## config.mk

```make
export PLATFORM = sky130hd
export DESIGN_NAME = swsm_slave_flat
export DESIGN_NICKNAME = d
export VERILOG_FILES = /design/src/inc/swsm_pkg.sv /design/src/inc/swsm_if.sv /design/src/hdl/swsm_slave.sv /design/src/flat_wrapper.sv
export SDC_FILE = /design/constraint.sdc
export NUM_CORES = 1
export LEC_CHECK = 0
export BUFFER_PORTS_ARGS = -buffer_cell sky130_fd_sc_hd__clkbuf_2
export CORE_AREA = 2 2 136 138
export CTS_BUF_LIST = sky130_fd_sc_hd__clkbuf_2 sky130_fd_sc_hd__clkbuf_4 sky130_fd_sc_hd__clkbuf_8
export DETAILED_ROUTE_END_ITERATION = 12
export DIE_AREA = 0 0 138 140
export GPL_ROUTABILITY_DRIVEN = 0
export GPL_TIMING_DRIVEN = 1
export HOLD_SLACK_MARGIN = 0.05
export PLACE_DENSITY = 0.81
export SETUP_SLACK_MARGIN = 0.3
export SYNTH_ARGS = -nofsm -noshare
export SYNTH_HDL_FRONTEND = slang
export SYNTH_SLANG_ARGS = --single-unit
```

## constraint.sdc

```tcl
create_clock -name clk -period 7 [get_ports clk]
set_clock_uncertainty 0.15 [all_clocks]
set_input_delay 1.4 -clock clk [delete_from_list [all_inputs] [get_ports clk]]
set_output_delay 1.4 -clock clk [all_outputs]
set_load 0.02 [all_outputs]
```

## src/inc/swsm_pkg.sv

```systemverilog
// Purpose: shared constants and types for the slave watchdog and state machine link
// Assumes: 50 MHz system clock, watchdog base tick of 25 MHz emulated by a /2 enable
// Notes:   register map offsets are the slave's own byte offsets
package swsm_pkg;

   localparam logic [15:0] SWSM_ADDR_PRESCALER = 16'h0400;
   localparam logic [15:0] SWSM_ADDR_LOCAL_WD  = 16'h0410;
   localparam logic [15:0] SWSM_ADDR_BUS_WD    = 16'h0420;
   localparam logic [15:0] SWSM_ADDR_STATUS    = 16'h0130;

   localparam logic [15:0] SWSM_RST_PRESCALER  = 16'h09c2;
   localparam logic [15:0] SWSM_RST_LOCAL_WD   = 16'h03e8;
   localparam logic [15:0] SWSM_RST_BUS_WD     = 16'h03e8;

   localparam int          SWSM_CLK_MHZ        = 50;
   localparam int          SWSM_BASE_MHZ       = 25;
   localparam int          SWSM_BASE_DIV       = SWSM_CLK_MHZ / SWSM_BASE_MHZ;
   localparam logic [15:0] SWSM_TICK_EXTRA     = 16'h0002;

   // requested / current state codes as carried on the link
   typedef enum logic [2:0] {
      SWSM_ST_INIT  = 3'h1,
      SWSM_ST_CONF  = 3'h2,
      SWSM_ST_BOOT  = 3'h3,
      SWSM_ST_INPUT = 3'h4,
      SWSM_ST_RUN   = 3'h5
   } swsm_state_t;

   typedef enum logic [1:0] {
      SWSM_MB_GENERIC = 2'h0,
      SWSM_MB_FILE    = 2'h1
   } swsm_mbx_kind_t;

endpackage

```

## src/inc/swsm_if.sv

```systemverilog
// Purpose: link between fieldbus master and slave controller
// Assumes: single clock, all signals synchronous
// Notes:   master drives requests, slave answers
`timescale 1ns/1ps
interface swsm_if;
   import swsm_pkg::*;
   logic            reg_wr;
   logic            reg_rd;
   logic [15:0]     reg_addr;
   logic [15:0]     reg_wdata;
   logic [15:0]     reg_rdata;
   logic            reg_ack;
   logic            st_req;
   swsm_state_t     st_target;
   swsm_state_t     st_cur;
   logic            st_done;
   logic            st_refused;
   logic            mbx_cfg;
   logic            pd_cfg;
   logic            mbx_valid;
   swsm_mbx_kind_t  mbx_kind;
   logic            mbx_taken;
   logic            pd_valid;
   logic [15:0]     pd_out;
   logic            pd_taken;
   logic [15:0]     pd_in;
   logic            bus_wd_trig;

   modport slave  (input  reg_wr, reg_rd, reg_addr, reg_wdata, st_req, st_target, mbx_cfg, pd_cfg,
                          mbx_valid, mbx_kind, pd_valid, pd_out,
                   output reg_rdata, reg_ack, st_cur, st_done, st_refused, mbx_taken, pd_taken, pd_in,
                          bus_wd_trig);
   modport master (output reg_wr, reg_rd, reg_addr, reg_wdata, st_req, st_target, mbx_cfg, pd_cfg,
                          mbx_valid, mbx_kind, pd_valid, pd_out,
                   input  reg_rdata, reg_ack, st_cur, st_done, st_refused, mbx_taken, pd_taken, pd_in,
                          bus_wd_trig);
endinterface

```

## src/hdl/swsm_slave.sv

```systemverilog
// Purpose: slave controller watchdogs and operating state machine
// Assumes: master keeps its own duties, one request at a time
// Notes:   outputs fall to safe value while a watchdog is tripped
// Operation
// - two watchdogs, bus and local, default 100ms
// - shared prescaler register sets tick length
// - each watchdog has own timer register
// - tick is prescaler plus two base periods
// - master writes timings only when enabled
// - process data access restarts bus watchdog
// - bus expiry flags, state unchanged
// - expiry drives outputs to safe value
// - local watchdog trips on local silence
// - bus timer zero disables that watchdog
// - timer counts up to 65535 accepted
// - power-on init state refuses all traffic
// - master sets mailbox channels in init
// - init to configuring checks mailbox setup
// - configuring allows mailbox, no process data
// - inputs-only entry checks, copies inputs first
// - inputs-only: traffic allowed, outputs held safe
// - bus watchdog disabled lets outputs drive
// - master gives valid outputs before running
// - running applies master outputs, all traffic
// - boot only from init, file mailbox
`timescale 1ns/1ps
module swsm_slave
   import swsm_pkg::*;
#(
   parameter logic [15:0] SAFE_VALUE = 16'h0000
)(
   input  wire logic        clk,
   input  wire logic        rstn,
   swsm_if.slave            lnk,
   input  wire logic        local_access,
   input  wire logic [15:0] local_inputs,
   output logic [15:0]      outputs,
   output logic             local_wd_trig
);

   typedef struct packed {
      logic [15:0] prescaler;
      logic [15:0] local_time;
      logic [15:0] bus_time;
      logic        half;
      logic [16:0] pre_cnt;
      logic [15:0] bus_cnt;
      logic [15:0] loc_cnt;
      logic        bus_trig;
      logic        loc_trig;
      swsm_state_t st;
      logic        done;
      logic        refused;
      logic [15:0] rdata;
      logic        ack;
      logic [15:0] out_data;
      logic        have_out;
      logic [15:0] in_data;
      logic        mbx_taken;
      logic        pd_taken;
      logic [15:0] outs;
   } swsm_slv_t;

   swsm_slv_t r;
   swsm_slv_t next_r;

   function automatic logic [15:0] wd_step(input logic [15:0] cnt, input logic [15:0] lim);
      wd_step = (cnt < lim) ? cnt + 16'h0001 : cnt;
   endfunction

   logic tick;
   logic mbx_ok;
   logic pd_ok;
   logic bus_en;
   logic loc_en;
   logic drive_ok;

   always_comb begin
      // base tick runs at 25 MHz; watchdog tick every prescaler+2 base ticks
      // at-or-above compare: a prescaler lowered under the running count must not wait for a wrap
      // one spare bit so the largest prescaler still gets its full prescaler+2 base ticks
      tick   = r.half && (r.pre_cnt >= {1'b0, r.prescaler} + {1'b0, SWSM_TICK_EXTRA} - 17'h0_0001);
      bus_en = (r.bus_time != 16'h0000);
      loc_en = (r.local_time != 16'h0000);
      mbx_ok = lnk.mbx_valid && (r.st == SWSM_ST_CONF || r.st == SWSM_ST_INPUT || r.st == SWSM_ST_RUN ||
               (r.st == SWSM_ST_BOOT && lnk.mbx_kind == SWSM_MB_FILE));
      pd_ok  = lnk.pd_valid && (r.st == SWSM_ST_INPUT || r.st == SWSM_ST_RUN);
   end

   always_comb begin
      next_r           = r;
      next_r.ack       = 1'b0;
      next_r.done      = 1'b0;
      next_r.refused   = 1'b0;
      next_r.mbx_taken = mbx_ok;
      next_r.pd_taken  = pd_ok;
      next_r.half      = ~r.half;
      if (r.half) begin
         next_r.pre_cnt = tick ? 17'h0_0000 : r.pre_cnt + 17'h0_0001;
      end
      // register port; prescaler and timers are full 16 bits
      if (lnk.reg_wr) begin
         next_r.ack = 1'b1;
         unique case (lnk.reg_addr)
            SWSM_ADDR_PRESCALER: next_r.prescaler  = lnk.reg_wdata;
            SWSM_ADDR_LOCAL_WD:  next_r.local_time = lnk.reg_wdata;
            SWSM_ADDR_BUS_WD:    next_r.bus_time   = lnk.reg_wdata;
            default: ;
         endcase
      end else if (lnk.reg_rd) begin
         next_r.ack = 1'b1;
         unique case (lnk.reg_addr)
            SWSM_ADDR_PRESCALER: next_r.rdata = r.prescaler;
            SWSM_ADDR_LOCAL_WD:  next_r.rdata = r.local_time;
            SWSM_ADDR_BUS_WD:    next_r.rdata = r.bus_time;
            SWSM_ADDR_STATUS:    next_r.rdata = {11'h000, r.loc_trig, r.bus_trig, r.st};
            default:             next_r.rdata = 16'h0000;
         endcase
      end
      // bus watchdog: a process data access restarts and clears it; a zero bus timer also clears the trip
      if (pd_ok) begin
         next_r.bus_cnt  = 16'h0000;
         next_r.bus_trig = 1'b0;
         next_r.out_data = lnk.pd_out;
         next_r.have_out = 1'b1;
      end else if (tick && bus_en) begin
         next_r.bus_cnt = wd_step(r.bus_cnt, r.bus_time);
         if (r.bus_cnt + 16'h0001 >= r.bus_time) begin
            next_r.bus_trig = 1'b1;
         end
      end
      if (!bus_en) begin
         next_r.bus_trig = 1'b0;
      end
      if (local_access) begin
         next_r.loc_cnt  = 16'h0000;
         next_r.loc_trig = 1'b0;
      end else if (tick && loc_en) begin
         next_r.loc_cnt = wd_step(r.loc_cnt, r.local_time);
         if (r.loc_cnt + 16'h0001 >= r.local_time) begin
            next_r.loc_trig = 1'b1;
         end
      end
      if (r.st == SWSM_ST_INPUT || r.st == SWSM_ST_RUN) begin
         next_r.in_data = local_inputs;
      end
      // state requests; watchdog trips never move the state
      if (lnk.st_req) begin
         next_r.done = 1'b1;
         unique case (lnk.st_target)
            SWSM_ST_INIT: next_r.st = SWSM_ST_INIT;
            SWSM_ST_CONF: begin
               if ((r.st == SWSM_ST_INIT && lnk.mbx_cfg) ||
                   r.st inside {SWSM_ST_CONF, SWSM_ST_INPUT, SWSM_ST_RUN}) begin
                  next_r.st = SWSM_ST_CONF;
               end else begin
                  next_r.refused = 1'b1;
               end
            end
            SWSM_ST_BOOT: begin
               if (r.st == SWSM_ST_INIT && lnk.mbx_cfg) begin
                  next_r.st = SWSM_ST_BOOT;
               end else begin
                  next_r.refused = 1'b1;
               end
            end
            SWSM_ST_INPUT: begin
               if ((r.st == SWSM_ST_CONF && lnk.pd_cfg) || r.st == SWSM_ST_RUN) begin
                  next_r.st      = SWSM_ST_INPUT;
                  next_r.in_data = local_inputs;
               end else begin
                  next_r.refused = 1'b1;
               end
            end
            SWSM_ST_RUN: begin
               if (r.st == SWSM_ST_INPUT && r.have_out) begin
                  next_r.st = SWSM_ST_RUN;
               end else begin
                  next_r.refused = 1'b1;
               end
            end
            default: next_r.refused = 1'b1;
         endcase
         if (next_r.st == SWSM_ST_INIT || next_r.st == SWSM_ST_CONF) begin
            next_r.have_out = 1'b0;
         end
      end
      // outputs are worked out from the next state so the register follows it without lag
      drive_ok    = (next_r.st == SWSM_ST_RUN || (next_r.st == SWSM_ST_INPUT && next_r.bus_time == 16'h0000)) &&
                    next_r.have_out;
      next_r.outs = (drive_ok && !next_r.bus_trig && !next_r.loc_trig) ? next_r.out_data : SAFE_VALUE;
   end

   always_ff @(posedge clk or negedge rstn) begin
      if (!rstn) begin
         r            <= '0;
         r.prescaler  <= SWSM_RST_PRESCALER;
         r.local_time <= SWSM_RST_LOCAL_WD;
         r.bus_time   <= SWSM_RST_BUS_WD;
         r.st         <= SWSM_ST_INIT;
         r.outs       <= SAFE_VALUE;
      end else begin
         r <= next_r;
      end
   end

   assign outputs         = r.outs;
   assign local_wd_trig   = r.loc_trig;
   assign lnk.bus_wd_trig = r.bus_trig;
   assign lnk.reg_rdata   = r.rdata;
   assign lnk.reg_ack     = r.ack;
   assign lnk.st_cur      = r.st;
   assign lnk.st_done     = r.done;
   assign lnk.st_refused  = r.refused;
   assign lnk.mbx_taken   = r.mbx_taken;
   assign lnk.pd_taken    = r.pd_taken;
   assign lnk.pd_in       = r.in_data;

endmodule

```

## src/flat_wrapper.sv

```systemverilog
// flat-port wrapper written by rule: the top's interface ports become plain ports
module swsm_slave_flat import swsm_pkg::*;
#(
   parameter logic [15:0] SAFE_VALUE = 16'h0000
)
  (clk, rstn, local_access, local_inputs, outputs, local_wd_trig, lnk_reg_wr, lnk_reg_rd, lnk_reg_addr, lnk_reg_wdata, lnk_st_req, lnk_st_target, lnk_mbx_cfg, lnk_pd_cfg, lnk_mbx_valid, lnk_mbx_kind, lnk_pd_valid, lnk_pd_out, lnk_reg_rdata, lnk_reg_ack, lnk_st_cur, lnk_st_done, lnk_st_refused, lnk_mbx_taken, lnk_pd_taken, lnk_pd_in, lnk_bus_wd_trig);
  swsm_if lnk_i ();
  input  wire logic clk;
  input  wire logic rstn;
  input  wire logic local_access;
  input  wire logic [15:0] local_inputs;
  output logic [15:0] outputs;
  output logic local_wd_trig;
  input wire logic [$bits(lnk_i.reg_wr)-1:0] lnk_reg_wr;
  input wire logic [$bits(lnk_i.reg_rd)-1:0] lnk_reg_rd;
  input wire logic [$bits(lnk_i.reg_addr)-1:0] lnk_reg_addr;
  input wire logic [$bits(lnk_i.reg_wdata)-1:0] lnk_reg_wdata;
  input wire logic [$bits(lnk_i.st_req)-1:0] lnk_st_req;
  input wire logic [$bits(lnk_i.st_target)-1:0] lnk_st_target;
  input wire logic [$bits(lnk_i.mbx_cfg)-1:0] lnk_mbx_cfg;
  input wire logic [$bits(lnk_i.pd_cfg)-1:0] lnk_pd_cfg;
  input wire logic [$bits(lnk_i.mbx_valid)-1:0] lnk_mbx_valid;
  input wire logic [$bits(lnk_i.mbx_kind)-1:0] lnk_mbx_kind;
  input wire logic [$bits(lnk_i.pd_valid)-1:0] lnk_pd_valid;
  input wire logic [$bits(lnk_i.pd_out)-1:0] lnk_pd_out;
  output wire logic [$bits(lnk_i.reg_rdata)-1:0] lnk_reg_rdata;
  output wire logic [$bits(lnk_i.reg_ack)-1:0] lnk_reg_ack;
  output wire logic [$bits(lnk_i.st_cur)-1:0] lnk_st_cur;
  output wire logic [$bits(lnk_i.st_done)-1:0] lnk_st_done;
  output wire logic [$bits(lnk_i.st_refused)-1:0] lnk_st_refused;
  output wire logic [$bits(lnk_i.mbx_taken)-1:0] lnk_mbx_taken;
  output wire logic [$bits(lnk_i.pd_taken)-1:0] lnk_pd_taken;
  output wire logic [$bits(lnk_i.pd_in)-1:0] lnk_pd_in;
  output wire logic [$bits(lnk_i.bus_wd_trig)-1:0] lnk_bus_wd_trig;
  assign lnk_i.reg_wr = lnk_reg_wr;
  assign lnk_i.reg_rd = lnk_reg_rd;
  assign lnk_i.reg_addr = lnk_reg_addr;
  assign lnk_i.reg_wdata = lnk_reg_wdata;
  assign lnk_i.st_req = lnk_st_req;
  assign lnk_i.st_target = lnk_st_target;
  assign lnk_i.mbx_cfg = lnk_mbx_cfg;
  assign lnk_i.pd_cfg = lnk_pd_cfg;
  assign lnk_i.mbx_valid = lnk_mbx_valid;
  assign lnk_i.mbx_kind = lnk_mbx_kind;
  assign lnk_i.pd_valid = lnk_pd_valid;
  assign lnk_i.pd_out = lnk_pd_out;
  assign lnk_reg_rdata = lnk_i.reg_rdata;
  assign lnk_reg_ack = lnk_i.reg_ack;
  assign lnk_st_cur = lnk_i.st_cur;
  assign lnk_st_done = lnk_i.st_done;
  assign lnk_st_refused = lnk_i.st_refused;
  assign lnk_mbx_taken = lnk_i.mbx_taken;
  assign lnk_pd_taken = lnk_i.pd_taken;
  assign lnk_pd_in = lnk_i.pd_in;
  assign lnk_bus_wd_trig = lnk_i.bus_wd_trig;
  swsm_slave #(.SAFE_VALUE(SAFE_VALUE)) u_core (.clk(clk), .rstn(rstn), .lnk(lnk_i), .local_access(local_access), .local_inputs(local_inputs), .outputs(outputs), .local_wd_trig(local_wd_trig));
endmodule
```

After elaboration in Yosys (flattened, before gate mapping)
Cells that the tools add are included.
{"block": "classes", "eq_ne": 19, "n_mux": 38, "bitwise": 2, "addsub": 5, "reduce_logical": 36, "n_lt_le_gt_ge": 5}
{"op": "16-bit two-way mux", "n": 12}
{"op": "16-bit one-hot mux with 4 select lines", "n": 1}
{"op": "17-bit two-way mux", "n": 3}
{"op": "16-bit by 11-bit equality test with 1-bit output, second input constant", "n": 3}
{"op": "16-bit by 1-bit adder with 16-bit output, second input constant", "n": 2}
{"op": "16-bit >= comparator", "n": 2}
{"op": "16-bit < comparator", "n": 2}
{"op": "16-bit nonzero test", "n": 2}
{"op": "3-bit equality test, second input constant", "n": 6}
{"op": "16-bit by 2-bit adder with 17-bit output, second input constant", "n": 1}
{"op": "17-bit by 1-bit adder with 17-bit output, second input constant", "n": 1}
{"op": "17-bit >= comparator", "n": 1}
{"op": "17-bit by 1-bit subtractor with 17-bit output, second input constant", "n": 1}
{"op": "16-bit by 9-bit equality test with 1-bit output, second input constant", "n": 1}
{"op": "16-bit logical NOT", "n": 1}
{"op": "3-bit by 2-bit equality test with 1-bit output, second input constant", "n": 5}
{"op": "3-bit two-way mux", "n": 5}
{"op": "3-bit one-hot mux with 5 select lines", "n": 1}
{"op": "1-bit two-way mux", "n": 14}
{"op": "1-bit logical AND", "n": 13}
{"op": "2-bit AND reduction", "n": 5}
{"op": "3-bit by 1-bit equality test with 1-bit output, second input constant", "n": 3}
{"op": "1-bit logical OR", "n": 8}
{"op": "2-bit nonzero test", "n": 4}
{"op": "6 further kinds", "n": 8}
{"block": "totals", "inputBits": 79, "output_inout_bits": 58, "wordCells": 125, "reg_bits": 173}

Logic depth before layout (Yosys ltp)
Gate-level depths: netlist of run 1.
{"block": "depth", "word_depth": 14, "ltp_mapped": 16}

Worst setup path before layout of run 1
Ideal clock, no wire load.
{"block": "synth_timing", "path_kind": "reg2reg", "start": "reg u_core.r[163] in the netlist's numbering", "end": "reg u_core.r[81] in the netlist's numbering", "period_less_slack_ns": 3.458, "arrival_ns": 3.184, "n_path_buf": 2, "setup_slack_ns": 3.542, "stages_incl_launch_ff": 15, "required_ns": 6.725, "path_cell_list": "dfstp_2 -> clkbuf_1 -> nand4_1 -> nor2_1 -> nand3_1 -> xor2_1 -> ha_1 -> and4_1 -> and3_1 -> a21o_1 -> and3_1 -> or2_2 -> clkbuf_1 -> nand3_1 -> mux2_2"}
{"block": "synth_via", "elab_chain_cells": 7}
{"element": "start: declaration", "line_no": "swsm_slave.sv:64", "rtl": "swsm_slv_t r;"}
{"element": "start signal: assignment", "line_no": "swsm_slave.sv:203", "rtl": "r <= next_r;"}
{"element": "16-bit by 2-bit adder with 17-bit output", "line_no": "swsm_slave.sv:82", "rtl": "tick = r.half && (r.pre_cnt >= {1'b0, r.prescaler} + {1'b0, SWSM_TICK_EXTRA} - 17'h0_0001);"}
{"element": "17-bit by 1-bit subtractor with 17-bit output", "line_no": "swsm_slave.sv:82"}
{"element": "17-bit >= comparator", "line_no": "swsm_slave.sv:82"}
{"element": "1-bit logical AND", "line_no": "swsm_slave.sv:82"}
{"element": "1-bit logical AND", "line_no": "swsm_slave.sv:138", "rtl": "end else if (tick && loc_en) begin"}
{"element": "2-bit nonzero test (no line)"}
{"element": "2-bit AND reduction (no line)"}
No other way between the ends.
A chain may end at the register's enable or synchronous reset.

==> results of run 1 <==
-- area by class of cell --
class | count | area [um2]
Clock buffer | 17 | 234
Clock inverter | 15 | 190
Fill cell | 1428 | 6360
Inverter | 55 | 206
Multi-Input combinational cell | 753 | 5440
Sequential cell | 173 | 4350
Tap cell | 229 | 287
Timing Repair Buffer | 139 | 709
-- where the power goes --
| group | internal (uW) | switching [uW] | leakage [uW] | total, uW |
|---|---|---|---|---|
| clock network | 309 | 436 | 0.000216 | 746 |
| logic | 226 | 295 | 0.00301 | 521 |
| registers | 1120 | 101 | 0.00223 | 1220 |
| total | 1650 | 832 | 0.00546 | 2480 |
-- through the flow --
step,instances,area (um2),power (uW)
4_1_cts,1381,11400,2500
6_report,1381,11400,2480
5_1_grt,1381,11400,2620
3_3_place_gp,1349,11000,1730
2_1_floorplan,1066,10500,1640
3_5_place_dp,1349,11000,1760
-- flip-flops by register name (all words and copies together) (netlist names) --
name,count
u_core.lnk.bus_wd_trig,1
u_core.outputs,16
u_core.lnk.reg_ack,1
u_core.local_wd_trig,1
u_core.lnk.reg_rdata,16
u_core.lnk.st_cur,3
u_core.lnk.st_done,1
u_core.lnk.st_refused,1
u_core.r,115
u_core.lnk.mbx_taken,1
u_core.lnk.pd_taken,1
u_core.lnk.pd_in,16
-- cell families after synthesis --
kind of cell	Yosys count
AOI/OAI and AO/OA	198
xor gates and xnor gates	58
adders and majority gates	85
buffers and inverters	140
DFF	173
muxes	86
and+or+nand+nor	326
-- layout by cell type (no fill, tap or decap), types with 3 or more instances in the layout --
cell,count
o21ai_0,53
o31ai_1,13
a222oi_1,5
nor2_1,55
nand3_1,42
mux2i_1,13
nand2b_1,10
ha_1,85
and4_1,5
nor2b_1,9
clkinv_8,3
dfrtp_1,155
xnor2_1,21
clkbuf_2,135
inv_1,55
and3_1,15
a21oi_2,10
a21o_1,14
or2_2,5
a21oi_1,62
mux2_2,73
or4_1,11
xor2_1,37
clkbuf_8,17
nand4_1,20
buf_4,3
dfstp_2,18
nor3_1,4
and2_1,3
or3_1,15
a211oi_1,5
inv_8,6
nor4_1,15
inv_6,4
o211ai_1,5
nand2_1,104
-- critical path: stages, from the launching register on --
cell and delay [ns]:
dfrtp_1 0.45, ha_1 0.25, nand3_1 0.19, nor2_1 0.26
and3_1 0.31, and3_1 0.27, xor2_1 0.19, ha_1 0.29
nand4_1 0.15, a211oi_1 0.07, a2111oi_0 0.38, o21ai_0 0.20
o311ai_1 0.21, o2111ai_2 0.66, a21oi_1 0.35
-- worst paths after layout --
kind | from | to | slack, ns
worst max-delay path | u_core.r[75] | u_core.outputs[2] | 2.51
worst min-delay path | u_core.r[37] | u_core.r[37] | 0.33
worst max register to register | u_core.r[75] | u_core.outputs[2] | 2.51
worst min register to register | u_core.r[37] | u_core.r[37] | 0.33
max in group asynchronous | rstn | u_core.outputs[14] | 4.38
min in group asynchronous | rstn | u_core.r[82] | 0.86
-- routing by layer --
metal	part of all wire	up-vias
li1	-	3901
met1	0.44	4019
met2	0.47	347
met3	0.063	55
met4	0.028	0
met5	0	-
==> reports/results.ini, run 1 <==
[global_routing]
grt_max_degree = 102
grt_pass1_wl_um = 41100
globalRoute.busiestLayer = met2
gr-usage-met3 = 0.0554
grt-ovfl-total = 0
gr-usage-all-layers = 0.265
antenna_found_initial = 0
grt_pass1_vias = 7936
use_met1 = 0.365
grt_util_met2 = 0.417

[routing]
wl_per_cell_um = 18.4
ant_nets = 0
dr_total_vias = 8322
drtIter0Drc = 725
vias_per_cell = 6.03
firstDrtPassIters = 6
drc = 0
drt_wl_total_um = 25400

[logic_synthesis]
yosys.area_share.simple = 0.157
synth_edf_count = 0
muxShareOfSynthArea = 0.0905
yosysSeqAreaShare = 0.414
yosys-top-cells-count = dfrtp_1, nand2_1, ha_1, mux2_2, a21oi_1
synth_compound_area_frac = 0.120
yosys.area.top_type = dfrtp_1
synth_top_area_share = 0.369
synthesis.nets = 1230
synth_warnings = 0
synth.most_common_cell = dfrtp_1
synth_area_leaders = dfrtp_1, ha_1, mux2_2
synthArstFlopShare = 1.00
synth_area_mm2 = 0.0105
synthAdderAreaFrac = 0.101
synth_xor_area_frac = 0.0483
ys.flop_type = dfrtp_1
syn_inst = 1066
synth.distinct_cells = 69
syn_area_per_cell_um2 = 9.87
synth_top_family_by_area = simple AND/OR/NAND/NOR gates
synth-seq-cells = 173

[floorplan]
rows = 49
initial_utilization = 0.592
core_area_mm2 = 0.0178
die_h_um = 140
io_pins = 137
dieWidth_um = 138
dieArea_mm2 = 0.0193

[timing]
drv_slew = 0
whs_ns = 0.332
layout_setup_ws_ns = 2.51
fmax_ghz = 0.223
final_hold_viol_count = 0
relSlewSlack = 0.287
fin_crit_ns = 4.49
rsz0062_at_grt = no
finalSetupViolCount = 0
setup-tns-final_ns = 0
timing.final.crit_share = 0.642
worst_pin_slew_ns = 1.07

[layout]
nets = 1303
antenna_cells = 0
drive_gt1_frac = 0.249
fin_util = 0.642
areaGrowthSynthToFinish_pct = 8.55

[flow_run]
maxCapViolations = 0

[power]
power_leakage_uw = 0.00546
pwr_density_cell_mw_per_mm2 = 218
ir_worst_vdd_mv = 0.170

[critical_path]
r2r_cells = 14
end_kind = register
cp-start-kind = register
path_class = register to register
cp.arrival_ns = 4.72
worstPathRequired_ns = 7.23
path_max_fanout = 16

[clock_tree]
cts_sinks = 173
clockBufferDepth = 2
clockRootBuffer = clkbuf_8
h-tree-depth = 4
clkLatencyLatePin_ns = 0.47
cts_tree = built
cts_buffers = 17
clkTransAtPathRegs_ns = 0.11
cts_setup_buffers = 0
cts_hold_buffers = 0
ctsResizeCount = 0

[placed_design]
place_ws_ns = 2.33
port_buffers = 136
dpl.hpwl_um = 18700

[run_status]
outcome = finished, final reports clean

[hold_path]
hold_depth = 2
hp-class = register to register

Note: power is estimated with default switching activity, not from simulation.
==> run 2, diff against run 1 <==
--- a/config.mk
+++ b/config.mk
@@ -5,11 +5,12 @@
 export SDC_FILE = /design/constraint.sdc
 export NUM_CORES = 1
 export LEC_CHECK = 0
+export ABC_AREA = 1
 export BUFFER_PORTS_ARGS = -buffer_cell sky130_fd_sc_hd__clkbuf_2
-export CORE_AREA = 2 2 136 138
+export CORE_AREA = 2 2 138 140
 export CTS_BUF_LIST = sky130_fd_sc_hd__clkbuf_2 sky130_fd_sc_hd__clkbuf_4 sky130_fd_sc_hd__clkbuf_8
 export DETAILED_ROUTE_END_ITERATION = 12
-export DIE_AREA = 0 0 138 140
+export DIE_AREA = 0 0 140 142
 export GPL_ROUTABILITY_DRIVEN = 0
 export GPL_TIMING_DRIVEN = 1
 export HOLD_SLACK_MARGIN = 0.05
==> constraint.sdc (replaced) <==
create_clock -name clk -period 4.4 [get_ports clk]
set_clock_uncertainty 0.15 [all_clocks]
set_input_delay 0.88 -clock clk [delete_from_list [all_inputs] [get_ports clk]]
set_output_delay 0.88 -clock clk [all_outputs]
set_load 0.02 [all_outputs]
==> run 2 against run 1 <==
- total power is 52% higher
- utilization shrank 0.55 points
- the flow now finishes with violations (DRC)
- combinational power rose by 53%
- non-clock buffer count up 7
- hold slack got worse by 0.073 ns
- via count is 9.5% higher
- die area is 2.9% higher
- count of clock-buffer cells in the layout did not move
- global-route usage is 0.20 points higher
- sequential share of layout area decreased by 1.1 points
==> reports/results.ini, run 2 <==
[timing]
drv_slew = 0  ; unchanged
timing.final.crit_share = 0.868  ; was 0.642
rsz0062_at_grt = no  ; unchanged
finalSetupViolCount = 0  ; unchanged
final_hold_viol_count = 0  ; unchanged
relSlewSlack = 0.400  ; was 0.287
setup-tns-final_ns = 0  ; unchanged
fin_crit_ns = 3.82  ; was 4.49 ns
worst_pin_slew_ns = 0.897  ; was 1.07 ns
fmax_ghz = 0.262  ; was 0.223 GHz

[logic_synthesis]
syn_inst = 1312  ; was 1066
synth_top_area_share = 0.360  ; was 0.369
synth.distinct_cells = 56  ; was 69
yosys.area.top_type = dfrtp_1  ; unchanged
synth_warnings = 0  ; unchanged
ys.flop_type = dfrtp_1  ; unchanged
synth_area_mm2 = 0.0108  ; was 0.0105 mm2
yosys-top-cells-count = nand2_1, inv_1, dfrtp_1, o21ai_0, ha_1  ; was dfrtp_1, nand2_1, ha_1, mux2_2, a21oi_1
synth-seq-cells = 173  ; unchanged
synth.most_common_cell = nand2_1  ; was dfrtp_1
syn_area_per_cell_um2 = 8.22  ; was 9.87 um2
synthesis.nets = 1476  ; was 1230
synth_area_leaders = dfrtp_1, nand2_1, ha_1  ; was dfrtp_1, ha_1, mux2_2
synthArstFlopShare = 1.00  ; unchanged
yosysSeqAreaShare = 0.404  ; was 0.414
synth_edf_count = 0  ; unchanged

[layout]
multi_input_area_mm2 = 0.00526  ; was 0.00544 mm2
seq_area_mm2 = 0.00435  ; unchanged
largest_reg_flops = 115  ; unchanged
fillers = 1522  ; was 1428
drive_gt1_frac = 0.194  ; was 0.249
areaGrowthSynthToFinish_pct = 9.01  ; was 8.55%
layoutNonFillerInstCount = 1642  ; was 1381
layout_common_cells = nand2_1, inv_1, dfrtp_1, clkbuf_2, o21ai_0  ; was dfrtp_1, clkbuf_2, nand2_1, ha_1, mux2_2
final_common_cell = nand2_1  ; was dfrtp_1
antenna_cells = 0  ; unchanged
nets = 1559  ; was 1303
top_register = u_core.r  ; unchanged
design_area_mm2 = 0.0118  ; was 0.0114 mm2

[clock_tree]
cts_buffers = 17  ; unchanged
cts_tree = built  ; unchanged
clockBufferDepth = 2  ; unchanged
cts_sinks = 173  ; unchanged
h-tree-depth = 4  ; unchanged
clkLatencyLatePin_ns = 0.48  ; was 0.47 ns
clockRootBuffer = clkbuf_8  ; unchanged
clkTransAtPathRegs_ns = 0.10  ; was 0.11 ns

[global_routing]
grt_pass1_vias = 8672  ; was 7936
grt_pass1_wl_um = 42600  ; was 41100 um
grt-ovfl-total = 0  ; unchanged
antenna_found_initial = 0  ; unchanged
grt_max_degree = 83  ; was 102
gr-usage-all-layers = 0.267  ; was 0.265

[routing]
drc = 2  ; was 0
vias_per_cell = 5.55  ; was 6.03
ant_nets = 0  ; unchanged
drtIter0Drc = 769  ; was 725
firstDrtPassIters = 11  ; was 6
drt_wl_total_um = 25800  ; was 25400 um
wl_per_cell_um = 15.7  ; was 18.4 um
dr_total_vias = 9111  ; was 8322

[critical_path]
cp.arrival_ns = 4.01  ; was 4.72 ns
timing.rr.start = u_core.r[158]  ; was u_core.r[75]
path_max_fanout = 32  ; was 16
cp_common_cell = nand2_1
r2r_cells = 22  ; was 14
critPathSlowestCell = dfstp_2  ; was o2111ai_2
critPathMaxStageDelay_ns = 0.58  ; was 0.66 ns
r2r_slack_ns = 0.58  ; was 2.51 ns
path_class = register to register  ; unchanged
path_buf_inv = 3  ; was 0
regToRegEndpoint = u_core.r[88]  ; was u_core.outputs[2]
crit_chain = nand3_1 -> nor2_1 -> nand4_1 -> inv_1 -> nand2_1 -> nor3_2 -> nand2_1 -> xor2_1 -> inv_1 -> ha_1 -> nand2_1 -> nor2_1 -> nor3b_1 -> o21ai_0 -> nand2_1 -> nand2_1 -> a21oi_4 -> nand2_1 -> o21a_1 -> buf_4 -> nand2_1 -> o21ai_0  ; was ha_1 -> nand3_1 -> nor2_1 -> and3_1 -> and3_1 -> xor2_1 -> ha_1 -> nand4_1 -> a211oi_1 -> a2111oi_0 -> o21ai_0 -> o311ai_1 -> o2111ai_2 -> a21oi_1
cp-start-kind = register  ; unchanged
path_delay_family = simple AND/OR/NAND/NOR gates  ; was compound AO/OA/AOI/OAI gates
end_kind = register  ; unchanged
worstPathRequired_ns = 4.59  ; was 7.23 ns

[run_status]
outcome = finished with violations  ; was finished, final reports clean
violations = DRC

[placed_design]
dpl.hpwl_um = 19600  ; was 18700 um
port_buffers = 136  ; unchanged
placed_area_mm2 = 0.0113  ; was 0.0110 mm2
dp.cells = 1609  ; was 1349

[floorplan]
rows = 50  ; was 49
dieArea_mm2 = 0.0199  ; was 0.0193 mm2
io_pins = 137  ; unchanged
dieWidth_um = 140  ; was 138 um
core_area_mm2 = 0.0185  ; was 0.0178 mm2
die_h_um = 142  ; was 140 um
initial_utilization = 0.584  ; was 0.592

[power]
ir_worst_vdd_mv = 0.251  ; was 0.170 mV
pwr_density_cell_mw_per_mm2 = 322  ; was 218 mW/mm2
power_leakage_uw = 0.00599  ; was 0.00546 uW

[flow_run]
maxCapViolations = 0  ; unchanged

[hold_path]
hp-class = input pin to asynchronous set/reset pin  ; was register to register

[run 2: cell types whose count changed after synthesis, moves of 12 or more]
cell and change:
or3_1 -15, o21ai_1 +12, o21ai_0 +46, nor2_4 +13, or2_2 +12, nand4_1 +14, and3_1 -14, inv_1 +109
nor2_1 +18, mux2_2 -57, nand2_1 +212, mux2i_1 -13, a21o_1 -14
[run 2: what timing repair did]
item	in CTS	in global routing
gates resized for setup	0	7
hold buffers	0	0
buffers inserted	0	1
setup endpoints to repair	0	52
[run 2: cell type report]
class | instances | share of cell area
multi-input cells | 889 | 0.448
flip-flops and latches | 173 | 0.370
repair buffers | 146 | 0.0670
inverters | 168 | 0.0537
well taps | 234 | 0.0249
clock buffers | 17 | 0.0199
clock inverters | 15 | 0.0162
[run 2: layer usage]
layer / vias to the layer above / GRT usage / part of all wire / wire length (um)
li1: 4406 / - / - / -
met1: 4308 / 0.354 / 0.43 / 11100
met2: 342 / 0.436 / 0.47 / 12200
met3: 55 / 0.0663 / 0.076 / 1960
met4: 0 / 0.0877 / 0.020 / 525
met5: - / 0 / 0 / 0
[run 2: worst max-delay path by stage]
stage                        from                 end  cells after the start
floorplan           u_core.r[158]        u_core.r[91]                     21
global placement    u_core.r[158]   u_core.outputs[2]                     20
detailed placement  u_core.r[158]  u_core.outputs[15]                     20
CTS                 u_core.r[158]  u_core.outputs[15]                     20
global route        u_core.r[158]        u_core.r[91]                     22
finish              u_core.r[158]        u_core.r[88]                     22
[run 2: through the flow]
step,hold WS [ns],utilization,power (uW),setup slack (ns)
floorplan,0.300,-,2490,1.02
global placement,0.314,0.611,2630,0.559
detailed placement,0.317,0.611,2650,0.406
CTS,0.315,0.634,3810,0.380
global route,0.346,0.637,3970,0.299
finish,0.260,0.637,3790,0.581
[run 2: where the power goes]
group	internal (uW)	total, uW	leakage (uW)	switching, uW
clock network	446	1160	0.000209	714
logic	303	799	0.00359	496
registers	1740	1830	0.00219	84.3
total	2490	3790	0.00599	1290
[run 2: cell families (layout without fill, tap and decap cells)]
group	after synthesis	in the layout	synth area share
AND/OR/NAND/NOR	546	546	0.233
buffers and inverters	250	346	0.110
AO/OA/AOI/OAI	201	201	0.104
flip-flops	173	173	0.404
adder cells (fa/ha/maj)	85	85	0.0987
XOR/XNOR	41	41	0.0333
multiplexers	16	16	0.0167
==> run 3, diff against run 2 <==
--- a/config.mk
+++ b/config.mk
@@ -15,6 +15,7 @@
 export GPL_TIMING_DRIVEN = 1
 export HOLD_SLACK_MARGIN = 0.05
 export PLACE_DENSITY = 0.81
+export RECOVER_POWER = 50
 export SETUP_SLACK_MARGIN = 0.3
 export SYNTH_ARGS = -nofsm -noshare
 export SYNTH_HDL_FRONTEND = slang
==> run 3 against run 2 <==
- clock power hardly changed
- combinational power is 2% lower
- non-clock buffer count stayed put
- via count is 0.21% higher
- maximum frequency is 0.40% lower
- first-iteration DRC count is 0.26% higher
- total power is 0.39% lower
- cell area is 0.40% lower
- die area stayed put
- the flow finishes with violations (DRC, capacitance limit, slew limit)
- register-to-register slack worse by 0.02 ns
- largest cell class unchanged
- critical endpoint unchanged
==> reports/results.ini, run 3 (synthesized netlist as in run 2, its figures left out) <==
[clock_tree]
clockBufferDepth = 2  ; unchanged
clkLatencyLatePin_ns = 0.48  ; about the same
cts_sinks = 173  ; unchanged
cts_tree = built  ; unchanged
cts_buffers = 17  ; unchanged
clockRootBuffer = clkbuf_8  ; unchanged
h-tree-depth = 4  ; unchanged
clkTransAtPathRegs_ns = 0.11  ; was 0.10 ns

[timing]
setup-tns-final_ns = 0  ; unchanged
worst_pin_slew_ns = 2.11  ; was 0.897 ns
rsz0062_at_grt = no  ; unchanged
fmax_ghz = 0.261  ; was 0.262 GHz
finalSetupViolCount = 0  ; unchanged
drv_slew = 82  ; was 0
whs_ns = 0.337  ; was 0.260 ns
relSlewSlack = -0.404  ; was 0.400
final_hold_viol_count = 0  ; unchanged
fin_crit_ns = 3.83  ; was 3.82 ns
timing.final.crit_share = 0.871  ; was 0.868

[critical_path]
cp.arrival_ns = 4.02  ; was 4.01 ns
cp-start-kind = register  ; unchanged
worstPathRequired_ns = 4.59  ; about the same
cp_common_cell = nand2_1  ; unchanged
path_max_fanout = 32  ; unchanged
crit_chain = nand3_1 -> nor2_1 -> nand4_1 -> inv_1 -> nand2_1 -> nor3_2 -> nand2_1 -> xor2_1 -> inv_1 -> ha_1 -> nand2_1 -> nor2_1 -> nor3b_1 -> o21ai_0 -> nand2_1 -> nand2_1 -> a21oi_4 -> nand2_1 -> o21a_1 -> buf_4 -> nand2_1 -> o21ai_0  ; unchanged
path_delay_family = simple AND/OR/NAND/NOR gates  ; unchanged
path_class = register to register  ; unchanged
critPathMaxStageDelay_ns = 0.58  ; about the same
end_kind = register  ; unchanged
path_buf_inv = 3  ; unchanged
critPathSlowestCell = dfstp_2  ; unchanged

[layout]
nets = 1559  ; unchanged
antenna_cells = 0  ; unchanged
final_common_cell = nand2_1  ; unchanged
top_register = u_core.r  ; unchanged
largest_reg_flops = 115  ; unchanged
layout_common_cells = nand2_1, inv_1, dfrtp_1, clkbuf_2, o21ai_0  ; unchanged
drive_gt1_frac = 0.186  ; was 0.194
fin_util = 0.634  ; was 0.637
fillers = 1532  ; was 1522
areaGrowthSynthToFinish_pct = 8.57  ; was 9.01%
layoutNonFillerInstCount = 1642  ; unchanged

[floorplan]
io_pins = 137  ; unchanged
die_h_um = 142  ; unchanged
rows = 50  ; unchanged
dieWidth_um = 140  ; unchanged
initial_utilization = 0.584  ; unchanged
core_area_mm2 = 0.0185  ; unchanged
dieArea_mm2 = 0.0199  ; unchanged

[routing]
dr_total_vias = 9130  ; was 9111
drt_wl_total_um = 25900  ; was 25800 um
drtIter0Drc = 771  ; was 769
drc = 2  ; unchanged
firstDrtPassIters = 11  ; unchanged
vias_per_cell = 5.56  ; was 5.55
wl_per_cell_um = 15.8  ; was 15.7 um
ant_nets = 0  ; unchanged

[placed_design]
port_buffers = 136  ; unchanged
dpl.hpwl_um = 19600  ; unchanged
dp.cells = 1609  ; unchanged

[power]
ir_worst_vdd_mv = 0.247  ; was 0.251 mV
pwr_density_cell_mw_per_mm2 = 322  ; about the same
power_leakage_uw = 0.00597  ; was 0.00599 uW

[global_routing]
grt_max_degree = 83  ; unchanged
antenna_found_initial = 0  ; unchanged
grt-ovfl-total = 0  ; unchanged
grt_pass1_vias = 8672  ; unchanged
grt_pass1_wl_um = 42600  ; unchanged
gr-usage-all-layers = 0.267  ; unchanged

[run_status]
outcome = finished with violations  ; unchanged
violations = DRC, capacitance limit, slew limit  ; was DRC

[flow_run]
maxCapViolations = 1  ; was 0

[hold_path]
hp-class = register to register  ; was input pin to asynchronous set/reset pin

==> run 3: report_power, final <==
part / total, uW / switching (uW) / internal [uW]
Sequential: 1830 / 83.7 / 1740
Combinational: 786 / 490 / 296
Clock: 1160 / 713 / 446
Total: 3770 / 1290 / 2490
==> run 3: worst paths after layout <==
kind	depth (start not counted)	to	slack, ns	start
min in group asynchronous	1	u_core.r[90]	0.83	rstn
hold reg to reg	2	u_core.lnk.reg_rdata[15]	0.34	u_core.lnk.reg_rdata[15]
setup reg to reg	22	u_core.r[88]	0.57	u_core.r[158]
hold / removal	2	u_core.lnk.reg_rdata[15]	0.34	u_core.lnk.reg_rdata[15]
max in group asynchronous	2	u_core.r[138]	1.06	rstn
setup / recovery	22	u_core.r[88]	0.57	u_core.r[158]
==> run 3: what timing repair did <==
action / in CTS / in global routing
endpoints found under the setup margin: 0 / 52
resized for setup: 0 / 7
setup buffers: 0 / 1
hold buffers: 0 / 0
==> run 3: area by class of cell <==
cell class	instances	area, um2	share of cell area
repair buffers	146	774	0.0662
clock buffers	17	234	0.0200
well taps	234	293	0.0250
multi-input cells	889	5230	0.447
inverters	168	631	0.0539
clock inverters	15	190	0.0163
flip-flops and latches	173	4350	0.372
==> run 3: worst reg2reg max path, cell delays in order, from the launching register on <==
cell	delay, ns
dfstp_2	0.58
nand3_1	0.12
nor2_1	0.17
nand4_1	0.16
inv_1	0.11
nand2_1	0.07
nor3_2	0.19
nand2_1	0.14
xor2_1	0.16
inv_1	0.07
ha_1	0.30
nand2_1	0.07
nor2_1	0.12
nor3b_1	0.18
o21ai_0	0.11
nand2_1	0.08
nand2_1	0.09
a21oi_4	0.19
nand2_1	0.09
o21a_1	0.17
buf_4	0.21
nand2_1	0.08
o21ai_0	0.09
==> run 3: metrics by stage <==
| step | setup WS (ns) | power (uW) | instance area (um2) |
|---|---|---|---|
| floorplan | 1.02 | 2490 | 10800 |
| global placement | 0.559 | 2630 | 11300 |
| detailed placement | 0.406 | 2650 | 11300 |
| CTS | 0.380 | 3810 | 11700 |
| global route | 0.299 | 3960 | 11700 |
| finish | 0.566 | 3770 | 11700 |
==> run 3: per-layer routing <==
layer	vias up	global-route usage	routed length [um]
met5	-	0	0
met4	0	0.0877	464
met3	47	0.0663	2010
met2	348	0.436	12300
met1	4324	0.354	11200
li1	4411	-	-
